--- config.mk ---
export PLATFORM = sky130hd
export DESIGN_NAME = usb_ep_dma_iso
export DESIGN_NICKNAME = d
export VERILOG_FILES = /design/src/pkg/usb_ep_dma_pkg.sv /design/src/core/usb_ep_dma_iso.sv
export SDC_FILE = /design/constraint.sdc
export NUM_CORES = 1
export LEC_CHECK = 0
export BUFFER_PORTS_ARGS = -buffer_cell sky130_fd_sc_hd__buf_4
export CAP_MARGIN = 40
export CORE_MARGIN = 10
export CORE_UTILIZATION = 50
export DETAILED_ROUTE_END_ITERATION = 8
export PLACE_DENSITY = 0.78
export SETUP_SLACK_MARGIN = 0.02
export SLEW_MARGIN = 20
export SYNTH_ARGS = -nofsm -noshare
export SYNTH_HDL_FRONTEND = slang
export SYNTH_SLANG_ARGS = --single-unit
--- constraint.sdc ---
create_clock -name clk_sys -period 12.9 [get_ports clk_sys]
set_clock_uncertainty 0.1 [all_clocks]
set_input_delay 2.58 -clock clk_sys [delete_from_list [all_inputs] [get_ports clk_sys]]
set_output_delay 2.58 -clock clk_sys [all_outputs]
set_load 0.005 [all_outputs]
--- src/pkg/usb_ep_dma_pkg.sv ---
// Constants and types for the endpoint DMA and isochronous IN engine
// Assumes one endpoint with word-wide endpoint RAM and a word memory port
package usb_ep_dma_pkg;
  localparam int ADDR_W = 32;
  localparam int DATA_W = 32;
  localparam int LEN_W  = 16;
  localparam int EPT_AW = 10;
  localparam int BLEN_W = 11;
  // Banks per endpoint and words per bank
  localparam logic [1:0] NB_BANKS   = 2'h3;
  localparam logic [7:0] BANK_WORDS = 8'h80;
  // Descriptor: word 0 next pointer, word 1 buffer address, word 2 control
  localparam logic [1:0] DSC_LAST     = 2'h2;
  localparam int         DSC_RUN_BIT  = 0;
  localparam int         DSC_LDNXT_BIT = 1;
  localparam int         DSC_ENDB_BIT = 2;
  localparam int         DSC_EBIT_BIT = 3;
  localparam int         DSC_LEN_LSB  = 16;
  localparam logic [ADDR_W-1:0] DSC_ALIGN_MASK = 32'hffff_fff0;
  localparam logic [ADDR_W-1:0] WORD_STEP      = 32'h0000_0004;
  localparam logic [LEN_W-1:0]  LEN_RST        = 16'h0000;
  typedef enum {DMA_IDLE, DMA_FETCH, DMA_XFER} dma_state_t;
  typedef enum logic [1:0] {
    PID_DATA0 = 2'h0,
    PID_DATA1 = 2'h1,
    PID_DATA2 = 2'h2,
    PID_MDATA = 2'h3
  } pid_t;
endpackage

--- src/core/usb_ep_dma_iso.sv ---
// Endpoint DMA channel, bank validation, isochronous IN answers, OUT banks
// Assumes synchronous inputs, a memory port answering with mem_ack,
// and an endpoint RAM with combinational read at ept_addr
// Operation
// - DMA copies memory and endpoint RAM, not control
// - End-of-buffer interrupt when count reaches zero
// - Buffer end validates per auto-valid, short-packet
// - Channel runs, halts itself at buffer end
// - Auto-valid validates IN, releases OUT banks
// - Load-next fetches aligned descriptor from pointer
// - Update status at buffer end, then fetch chained descriptor
// - Enabled endpoint interrupt halts DMA if chosen
// - First status stage token answered with NAK
// - Iso IN without bank, one transaction per microframe: silence, underflow flag
// - First token sends matching PID; leftovers flushed
// - No bank at first token: DATA0 ZLP
// - Second of three unready: DATA1 ZLP
// - Last transaction unready: DATA0 ZLP, underflow flag
// - No token in microframe: no flush, no error
// - Data sent, fewer validated than programmed: transaction error
// - Received bank flag with count, software clears
// - Auto-valid zero-length OUT clears flag itself
// - Busy-bank interrupt when all banks filled
module usb_ep_dma_iso
  import usb_ep_dma_pkg::*;
(
  input  wire logic              clk_sys,
  input  wire logic              rst,
  input  wire logic              ctrl_write,
  input  wire logic              channel_run_enable,
  input  wire logic              load_next_descriptor,
  input  wire logic              end_buffer_irq_en,
  input  wire logic              buffer_done_notify_en,
  input  wire logic              irq_halts_dma,
  input  wire logic              short_packet_option,
  input  wire logic              auto_valid,
  input  wire logic              dir_in,
  input  wire logic              is_control,
  input  wire logic [LEN_W-1:0]  buf_len,
  input  wire logic [ADDR_W-1:0] dma_buffer_address,
  input  wire logic [ADDR_W-1:0] dma_next_descriptor_ptr,
  input  wire logic              ep_irq_event,
  output logic                   dma_busy,
  output logic [LEN_W-1:0]       dma_buf_count,
  output logic                   dma_end_buf_irq,
  output logic                   dma_buffer_done,
  output logic                   mem_req,
  output logic                   mem_we,
  output logic [ADDR_W-1:0]      mem_addr,
  output logic [DATA_W-1:0]      mem_wdata,
  input  wire logic              mem_ack,
  input  wire logic [DATA_W-1:0] mem_rdata,
  output logic                   ept_we,
  output logic [EPT_AW-1:0]      ept_addr,
  output logic [DATA_W-1:0]      ept_wdata,
  input  wire logic [DATA_W-1:0] ept_rdata,
  input  wire logic              iso_mode,
  input  wire logic [1:0]        transactions_per_microframe,
  input  wire logic              tx_packet_ready_set,
  input  wire logic              microframe_end,
  input  wire logic              in_token,
  output logic                   tx_packet_ready,
  output logic                   tx_resp_valid,
  output logic                   tx_resp_zlp,
  output pid_t                   tx_resp_pid,
  input  wire logic [2:0]        err_clear,
  output logic                   iso_underflow_error,
  output logic                   bank_flush_error,
  output logic                   transaction_count_error,
  input  wire logic              out_packet_rx,
  input  wire logic [BLEN_W-1:0] out_packet_bytes,
  input  wire logic              rx_bank_clear,
  output logic                   rx_bank_ready,
  output logic [BLEN_W-1:0]      rx_byte_count,
  output logic                   busy_bank_irq,
  input  wire logic              status_stage_begin,
  input  wire logic              status_token,
  output logic                   status_nak
);
  dma_state_t        state_q;
  logic [1:0]        idx_q, bank_q, tx_banks_q, rx_banks_q, rx_wr_q, rx_rd_q;
  logic [1:0]        tok_q, val_uf_q;
  logic [ADDR_W-1:0] dsc_q, cur_q, nxt_q;
  logic [LEN_W-1:0]  cnt_q;
  logic [7:0]        word_q;
  logic              ldnxt_q, endb_q, ebit_q;
  logic              tx_val_q, rx_rel_q, sent_q, first_zlp_q, status_first_q;
  logic [BLEN_W-1:0] rx_len_q [3];
  logic              can_go, last_word, buf_end, halt, has_bank;
  logic [7:0]        head_words;
  logic [EPT_AW-1:0] want_addr;

  assign dma_busy        = state_q != DMA_IDLE;
  assign dma_buf_count   = cnt_q;
  assign tx_packet_ready = tx_banks_q != 2'h0;
  assign rx_bank_ready   = rx_banks_q != 2'h0;
  assign rx_byte_count   = rx_len_q[rx_rd_q];
  assign head_words      = 8'((rx_byte_count + 11'h003) >> 2);
  assign last_word       = word_q == BANK_WORDS - 8'h01;
  assign buf_end         = cnt_q == 16'h0001;
  assign has_bank        = tx_banks_q != 2'h0;
  assign halt            = ep_irq_event && irq_halts_dma && dma_busy;
  assign can_go          = dir_in ? (tx_banks_q < NB_BANKS) : rx_bank_ready;
  assign want_addr       = {dir_in ? bank_q : rx_rd_q, word_q};

  // Channel sequencing, descriptor fetch and word moves
  always_ff @(posedge clk_sys or posedge rst) begin
    if (rst) begin
      state_q         <= DMA_IDLE;
      idx_q           <= 2'h0;
      dsc_q           <= '0;
      nxt_q           <= '0;
      cur_q           <= '0;
      cnt_q           <= LEN_RST;
      word_q          <= 8'h00;
      bank_q          <= 2'h0;
      ldnxt_q         <= 1'b0;
      endb_q          <= 1'b0;
      ebit_q          <= 1'b0;
      mem_req         <= 1'b0;
      mem_we          <= 1'b0;
      mem_addr        <= '0;
      mem_wdata       <= '0;
      ept_we          <= 1'b0;
      ept_addr        <= '0;
      ept_wdata       <= '0;
      tx_val_q        <= 1'b0;
      rx_rel_q        <= 1'b0;
      dma_end_buf_irq <= 1'b0;
      dma_buffer_done <= 1'b0;
    end else begin
      ept_we          <= 1'b0;
      tx_val_q        <= 1'b0;
      rx_rel_q        <= 1'b0;
      dma_end_buf_irq <= 1'b0;
      if (halt) begin
        state_q <= DMA_IDLE;
        mem_req <= 1'b0;
      end else begin
        unique case (state_q)
          DMA_IDLE: begin
            if (ctrl_write) begin
              ldnxt_q         <= load_next_descriptor;
              endb_q          <= buffer_done_notify_en;
              ebit_q          <= end_buffer_irq_en;
              dma_buffer_done <= 1'b0;
              word_q          <= 8'h00;
              if (load_next_descriptor) begin
                dsc_q   <= dma_next_descriptor_ptr & DSC_ALIGN_MASK;
                idx_q   <= 2'h0;
                state_q <= DMA_FETCH;
              end else if (channel_run_enable && !is_control && buf_len != LEN_RST) begin
                cur_q   <= dma_buffer_address;
                cnt_q   <= buf_len;
                state_q <= DMA_XFER;
              end
            end
          end
          DMA_FETCH: begin
            if (!mem_req) begin
              mem_req  <= 1'b1;
              mem_we   <= 1'b0;
              mem_addr <= dsc_q + {28'h0, idx_q, 2'h0};
            end else if (mem_ack) begin
              mem_req <= 1'b0;
              idx_q   <= idx_q + 2'h1;
              unique case (idx_q)
                2'h0:    nxt_q <= mem_rdata & DSC_ALIGN_MASK;
                2'h1:    cur_q <= mem_rdata;
                default: begin
                  ldnxt_q <= mem_rdata[DSC_LDNXT_BIT];
                  endb_q  <= mem_rdata[DSC_ENDB_BIT];
                  ebit_q  <= mem_rdata[DSC_EBIT_BIT];
                  cnt_q   <= mem_rdata[DSC_LEN_LSB +: LEN_W];
                end
              endcase
              if (idx_q == DSC_LAST) begin
                state_q <= (mem_rdata[DSC_RUN_BIT] && !is_control
                            && mem_rdata[DSC_LEN_LSB +: LEN_W] != LEN_RST)
                           ? DMA_XFER : DMA_IDLE;
              end
            end
          end
          DMA_XFER: begin
            if (!mem_req && !ept_we) begin
              ept_addr <= want_addr;
              if (can_go && ept_addr == want_addr) begin
                mem_req   <= 1'b1;
                mem_we    <= !dir_in;
                mem_addr  <= cur_q;
                mem_wdata <= ept_rdata;
              end
            end else if (mem_req && mem_ack) begin
              mem_req <= 1'b0;
              cur_q   <= cur_q + WORD_STEP;
              cnt_q   <= cnt_q - 16'h0001;
              if (dir_in) begin
                ept_we    <= 1'b1;
                ept_wdata <= mem_rdata;
                if (auto_valid && (last_word
                    || (buf_end && endb_q && short_packet_option))) begin
                  tx_val_q <= 1'b1;
                  bank_q   <= (bank_q == NB_BANKS - 2'h1) ? 2'h0 : bank_q + 2'h1;
                  word_q   <= 8'h00;
                end else begin
                  word_q <= word_q + 8'h01;
                end
              end else if (auto_valid && (word_q + 8'h01 >= head_words
                           || (buf_end && endb_q))) begin
                rx_rel_q <= 1'b1;
                word_q   <= 8'h00;
              end else begin
                word_q <= word_q + 8'h01;
              end
              if (buf_end) begin
                dma_end_buf_irq <= ebit_q;
                dma_buffer_done <= 1'b1;
                idx_q           <= 2'h0;
                dsc_q           <= nxt_q;
                state_q         <= ldnxt_q ? DMA_FETCH : DMA_IDLE;
              end
            end
          end
        endcase
      end
    end
  end

  // Transmit banks and isochronous answers per microframe
  always_ff @(posedge clk_sys or posedge rst) begin
    if (rst) begin
      tx_banks_q              <= 2'h0;
      tok_q                   <= 2'h0;
      val_uf_q                <= 2'h0;
      sent_q                  <= 1'b0;
      first_zlp_q             <= 1'b0;
      tx_resp_valid           <= 1'b0;
      tx_resp_zlp             <= 1'b0;
      tx_resp_pid             <= PID_DATA0;
      iso_underflow_error     <= 1'b0;
      bank_flush_error        <= 1'b0;
      transaction_count_error <= 1'b0;
    end else begin
      logic       inc, dec, uf, fl, te;
      inc = (tx_val_q || tx_packet_ready_set) && tx_banks_q < NB_BANKS;
      dec = 1'b0;
      uf  = 1'b0;
      fl  = 1'b0;
      te  = 1'b0;
      tx_resp_valid <= 1'b0;
      if (inc && val_uf_q != 2'h3) val_uf_q <= val_uf_q + 2'h1;
      if (in_token) begin
        if (tok_q != 2'h3) tok_q <= tok_q + 2'h1;
        if (has_bank) begin
          dec = 1'b1;
          sent_q        <= 1'b1;
          tx_resp_valid <= 1'b1;
          tx_resp_zlp   <= 1'b0;
          tx_resp_pid   <= iso_mode ? pid_t'(transactions_per_microframe - 2'h1 - tok_q)
                                    : PID_DATA0;
        end else if (iso_mode) begin
          uf = 1'b1;
          if (transactions_per_microframe > 2'h1) begin
            tx_resp_valid <= 1'b1;
            tx_resp_zlp   <= 1'b1;
            tx_resp_pid   <= (tok_q == 2'h1 && transactions_per_microframe == 2'h3)
                             ? PID_DATA1 : PID_DATA0;
            if (tok_q == 2'h0) first_zlp_q <= 1'b1;
          end
        end
      end
      if (microframe_end && iso_mode) begin
        if (tok_q != 2'h0 && has_bank && !(first_zlp_q && !sent_q)) begin
          fl = 1'b1;
        end
        te = sent_q && val_uf_q < transactions_per_microframe;
        tok_q       <= 2'h0;
        val_uf_q    <= 2'h0;
        sent_q      <= 1'b0;
        first_zlp_q <= 1'b0;
      end
      tx_banks_q <= fl ? 2'h0 : tx_banks_q + {1'b0, inc} - {1'b0, dec};
      iso_underflow_error     <= (iso_underflow_error && !err_clear[0]) || uf;
      bank_flush_error        <= (bank_flush_error && !err_clear[1]) || fl;
      transaction_count_error <= (transaction_count_error && !err_clear[2]) || te;
    end
  end

  // Received banks for OUT transfers
  always_ff @(posedge clk_sys or posedge rst) begin
    if (rst) begin
      rx_banks_q    <= 2'h0;
      rx_wr_q       <= 2'h0;
      rx_rd_q       <= 2'h0;
      busy_bank_irq <= 1'b0;
      rx_len_q      <= '{default: '0};
    end else begin
      logic fill, rel;
      fill = out_packet_rx && rx_banks_q < NB_BANKS
             && !(auto_valid && out_packet_bytes == '0);
      rel  = (rx_bank_clear || rx_rel_q) && rx_bank_ready;
      busy_bank_irq <= fill && !rel && rx_banks_q == NB_BANKS - 2'h1;
      if (fill) begin
        rx_len_q[rx_wr_q] <= out_packet_bytes;
        rx_wr_q <= (rx_wr_q == NB_BANKS - 2'h1) ? 2'h0 : rx_wr_q + 2'h1;
      end
      if (rel) rx_rd_q <= (rx_rd_q == NB_BANKS - 2'h1) ? 2'h0 : rx_rd_q + 2'h1;
      rx_banks_q <= rx_banks_q + {1'b0, fill} - {1'b0, rel};
    end
  end

  // Status stage handshake
  always_ff @(posedge clk_sys or posedge rst) begin
    if (rst) begin
      status_first_q <= 1'b0;
      status_nak     <= 1'b0;
    end else begin
      status_nak <= status_token && status_first_q;
      if (status_stage_begin) status_first_q <= 1'b1;
      else if (status_token) status_first_q <= 1'b0;
    end
  end
endmodule // usb_ep_dma_iso

* Word-level counts from Yosys, hierarchy flattened
Cells that the tools add are included.
** Word-level totals
- Bits in registers :: 325
- Input port bits :: 182
** Operators by class
- $add $sub $neg :: 17
- $lt $le $gt $ge :: 8
- Eq/ne operators :: 40
- Muxes and demuxes :: 157
- Bitwise gates (word level) :: 4
- Reductions and logical operators :: 94
** Operator list (number)
- two-way mux 32 bit :: 26
- one-hot mux 32 bit (3 select lines) :: 2
- two-way mux 16 bit :: 8
- one-hot mux 32 bit (2 select lines) :: 2
- two-way mux 1 bit :: 76
- two-way mux 8 bit :: 6
- one-hot mux 16 bit (3 select lines) :: 1
- two-way mux 2 bit :: 22
- bitwise mux 33 bit :: 1
- two-way mux 11 bit :: 3
- adder 32 x 3 -> 32 bit (second input constant) :: 1
- adder 32 x 4 -> 32 bit :: 1
- == test 32 x 1 -> 1 bit (second input constant) :: 1
- == test 32 x 2 -> 1 bit (second input constant) :: 1
- logical AND 1 bit :: 32
- logical NOT 32 bit :: 1
- nonzero test 16 bit :: 2
- nonzero test 2 bit :: 16
- nonzero test 32 bit :: 1
- inequality test 2 bit (second input constant) :: 15
- AND reduction 5 bit :: 5
- binary-select mux 11 bit (select 2 bit) :: 1
- demux 11 bit (select 2 bit) :: 1
- inequality test 3 bit (second input constant) :: 7
- other kinds (39) :: 88

* Longest topological paths before layout
- Depth in word-level cells :: 14
- Mapped depth :: 15

* Least setup slack after synthesis
OpenSTA, ideal clock, no wires.
- Path type :: input to register
- Start :: input load_next_descriptor
- End :: register cur_q[19]
- Library setup time :: 134 ps
- Arrival :: 4206 ps
- Data required time :: 12666 ps
- Setup slack :: 8460 ps
- Stages on the path :: 9
- Path through :: or3b_1 > a2111oi_0 > o21ai_1 > or2_1 > buf_6 > buf_6 > buf_2 > nand2_1 > o211ai_1
** On the way
- Word-level cells in the longest chain between the ends :: 2
** Ends and longest elaborated chain
- from (decl) :: RTL line usb_ep_dma_iso.sv:31 : input wire logic load_next_descriptor,
- inequality test 2 bit (no source line)
- AND reduction 9 bit (no source line)
- to (signal assigned) :: RTL line usb_ep_dma_iso.sv:153 : cur_q <= dma_buffer_address;
- to (signal assigned) :: RTL line usb_ep_dma_iso.sv:169 : 2'h1: cur_q <= mem_rdata;
- to (signal assigned) :: RTL line usb_ep_dma_iso.sv:195 : cur_q <= cur_q + WORD_STEP;
- to (decl) :: RTL line usb_ep_dma_iso.sv:83 : logic [ADDR_W-1:0] dsc_q, cur_q, nxt_q;
No other way between the ends.
A chain may end at the register's enable or synchronous reset.

* Worst setup path after layout
- Start :: register rx_rd_q[1]
- End :: output rx_byte_count[2]
** On the way
- Word-level cells in the longest chain between the ends :: 4
** Ends and longest elaborated chain
- from (decl) :: RTL line usb_ep_dma_iso.sv:81 : logic [1:0] idx_q, bank_q, tx_banks_q, rx_banks_q, rx_wr_q, rx_rd_q;
- from (signal assigned) :: RTL line usb_ep_dma_iso.sv:307 : if (rel) rx_rd_q <= (rx_rd_q == NB_BANKS - 2'h1) ? 2'h0 : rx_rd_q + 2'h1;
- inverter 2 -> 3 bit (implied by the code) :: RTL line usb_ep_dma_iso.sv:97 : assign rx_byte_count = rx_len_q[rx_rd_q];
- binary-select mux 11 bit (select 2 bit) :: RTL line usb_ep_dma_iso.sv:97
- two-way mux 11 bit (implied by the code) (2 in a row) :: RTL line usb_ep_dma_iso.sv:97
- to (decl) :: RTL line usb_ep_dma_iso.sv:74 : output logic [BLEN_W-1:0] rx_byte_count,
No other way between the ends. The select of a mux whose other input is x is not followed.

==> impl_summary.log <==
[metrics] post-detailed-route count of antenna-violating nets: 0
[metrics] Synth Cell Area: 0.0148 mm²
[metrics] Cells after Synth: roughly 1,400
[metrics] horizontal extent of the die: approximately 190 µm
[metrics] overall overflow remaining after global route: 0
[metrics] setup repair after global routing missed its margin: false
[metrics] non-filler cells, final: around 2,100
[metrics] full die area: 0.0368 mm²
[metrics] Num CTS Buffers: 34
[metrics] Critical Path Sink Type: output pin
[metrics] EDFF count, synth: 0
[metrics] antenna violations before repair: 3
[metrics] total iterations of the first detailed-routing run: 6
[metrics] global-route wire length before repair: between 70,000 and 80,000 µm
[metrics] starting density of the core: 0.510
[metrics] Post-Layout Inst Area: between 0.015 and 0.02 mm²
[metrics] Final Setup Violations: 0
[metrics] worst min path class: reg -> reg
[metrics] total power per unit cell area: 258 mW/mm²
[metrics] period utilization: 0.392
[metrics] half-perimeter wire length of the detailed placement result: ~34,000 µm
[metrics] fraction of final layout cells with drive strength greater than 1: 0.319
[metrics] Largest stage delay, worst path: 0.72 ns
[metrics] fin nets: between 1,500 and 2,000
[metrics] total wire length after detailed routing: approximately 47,000 µm
[metrics] Clock Latency Late Sink: 0.51 ns
[metrics] number of DRC violations after detailed routing: 0
[metrics] crit path buf inv count: 2
[metrics] required time of the critical path: 10.22 ns
[metrics] number of vias after detailed routing: ~13,000
[metrics] critical-path cell list: nor2b_1 > buf_4 > o2bb2ai_1 > buf_4
[metrics] flip-flop cell with the highest count after synthesis: dfrtp_1
[metrics] TritonCTS clock tree: done
[metrics] Worst IR Drop VDD: 0.172 mV
[metrics] clock root buffer: clkbuf_16
[metrics] number of buffers added to fix hold violations after cts: 0
[metrics] Die Span Y: between 150 and 200 µm
[metrics] port buffer count: 327
[metrics] Placed Instances: about 2,100
[metrics] slowest CP cell: dfrtp_1
[metrics] highest achievable clock rate: between 0.15 and 0.2 GHz
[metrics] family with the most delay on the worst path: flip-flops
[metrics] max-slew violation total from the final report: 0
[metrics] top library cells by usage in the layout, fill and taps aside: buf_4, dfrtp_1, nand2_1
[metrics] maximum number of pins on one net before global-route repair: 90
[metrics] Post-CTS Setup Repair Bufs: 0
[metrics] number of clock sinks: 291
[metrics] Post-Synthesis Net Count: 1,648
[metrics] number of hold violations in the final report: 0
[metrics] register area share after synthesis: 0.493
[metrics] max-cap violations: 0
[metrics] placeable core region: 0.0289 mm²
[metrics] cell repeated most along the worst path: buf_4
[metrics] Max FO, Critical Path: 16
[metrics] average cell area after synthesis: 10.3 µm²
[metrics] Area Growth Syn to Fin: 27.5%
[metrics] async set-or-reset flop fraction in the synthesized netlist: 1.00
[metrics] arrival time at the worst endpoint: 2.38 ns
[metrics] kind of start point of the critical path: flip-flop
[metrics] # rows: 62
[metrics] combined global-route utilization of all metal layers: 0.249
[metrics] count of routing violations after the opening detailed-route iteration: 1,006
[metrics] count of different cell masters after synthesis: 75
[metrics] status: complete, no violations
[metrics] Yosys warning total: 0
[metrics] #FFs+latches synth: just under 300
[metrics] count of instances resized after the clock tree is built: 0
[metrics] GP Congestion: 0.877
[metrics] number of vias per cell: between 5 and 6
[metrics] core occupancy in the finished layout: 0.650
[metrics] clock transition at the register clock pins on the worst setup and hold paths after CTS: 0.06 ns
[metrics] maximum count of clock buffers along a single path: 3
[metrics] final critical delay including setup and external delays: ~5.1 ns
[metrics] number of global-route vias before repair: 12,800
[metrics] I/O pin count: 332
[metrics] transition time of the tightest slew-check pin: 0.848 ns
[metrics] Placement Cell Area: ~0.018 mm²
[metrics] critical setup path kind: reg -> out
[metrics] Static Leak: between 0.008 and 0.009 µW
[metrics] Worst slew margin: 0.435
[metrics] accumulated negative setup slack: 0 ns
[metrics] CTS H-tree lvls: 2
[metrics] wire length per cell after detailed routing: 21.8 µm
[metrics] most common cell after layout, fill and taps aside: buf_4
[power breakdown]
part | switching, µW | internal (µW)
Combinational | 1200 | 1050
Sequential | 319 | 1330
Clock | 376 | 589
Total | 1890 | 2970
[layout make-up]
class | instances | area [µm²]
diodes | 2 | 5.00
clock buffers | 49 | 1020
clock inverters | 8 | 98.8
fillers | 2306 | 10100
inverters | 55 | 214
multi-input cells | 1004 | 6950
flip-flops and latches | 291 | 7280
well taps | 384 | 480
repair buffers | 354 | 2770
[cells by family (layout without fill, tap and decap cells)]
family	count (synthesis)	after routing	share of synthesized area
and+or+nand+nor	415	415	0.134
AOI/OAI and AO/OA	331	331	0.146
DFF	291	291	0.493
muxes	186	186	0.138
buffers and inverters	142	466	0.0389
xor gates and xnor gates	43	43	0.0255
adders and majority gates	29	29	0.0246
other	0	2	0
[synth_stat cells, types with 29 or more instances]
| master | n | area [µm²] |
|---|---|---|
| clkbuf_1 | 59 | 221 |
| nand2_1 | 152 | 571 |
| ha_1 | 29 | 363 |
| inv_1 | 53 | 199 |
| nand3_1 | 37 | 185 |
| a31oi_1 | 32 | 200 |
| dfrtp_1 | 291 | 7280 |
| o21ai_0 | 121 | 606 |
| mux2_2 | 137 | 1540 |
| a21oi_1 | 35 | 175 |
| mux2i_1 | 49 | 490 |
| nor2_1 | 96 | 360 |
[sequential cells by signal, indices dropped and copies added, names as in the netlist, 8 cells and up]
name,cells
mem_wdata,32
dma_buf_count,16
nxt_q,28
cur_q,32
mem_addr,32
ept_wdata,32
ept_addr,10
rx_len_q,33
dsc_q,28
word_q,8
[routing by layer]
metal | up-vias | share of wire | track usage
met1 | 6232 | 0.40 | 0.322
met3 | 81 | 0.085 | 0.0540
met5 | - | 0.00030 | 0
li1 | 5792 | - | -
met4 | 2 | 0.029 | 0.0859
met2 | 519 | 0.49 | 0.407
[through the flow]
step           hold WS (ns)  setup WS (ns)  power (µW)
2_1_floorplan         0.341           2.19        2980
3_3_place_gp          0.351           7.61        3760
3_5_place_dp          0.368           8.03        3890
4_1_cts               0.382           7.61        4870
5_1_grt               0.397           7.72        5200
6_report              0.375           7.84        4860
[path summary, 6_finish.rpt]
kind,cells past startpoint,slack (ns),start,end
setup / recovery,4,7.84,rx_rd_q[1],rx_byte_count[2]
hold / removal,1,0.37,status_first_q,status_first_q
setup reg to reg,14,8.84,rx_rd_q[1],word_q[2]
hold reg to reg,1,0.37,status_first_q,status_first_q
max in group asynchronous,5,9.21,rst,mem_wdata[7]
min in group asynchronous,2,1.96,rst,status_first_q
Power figures use the tool's default switching activity.
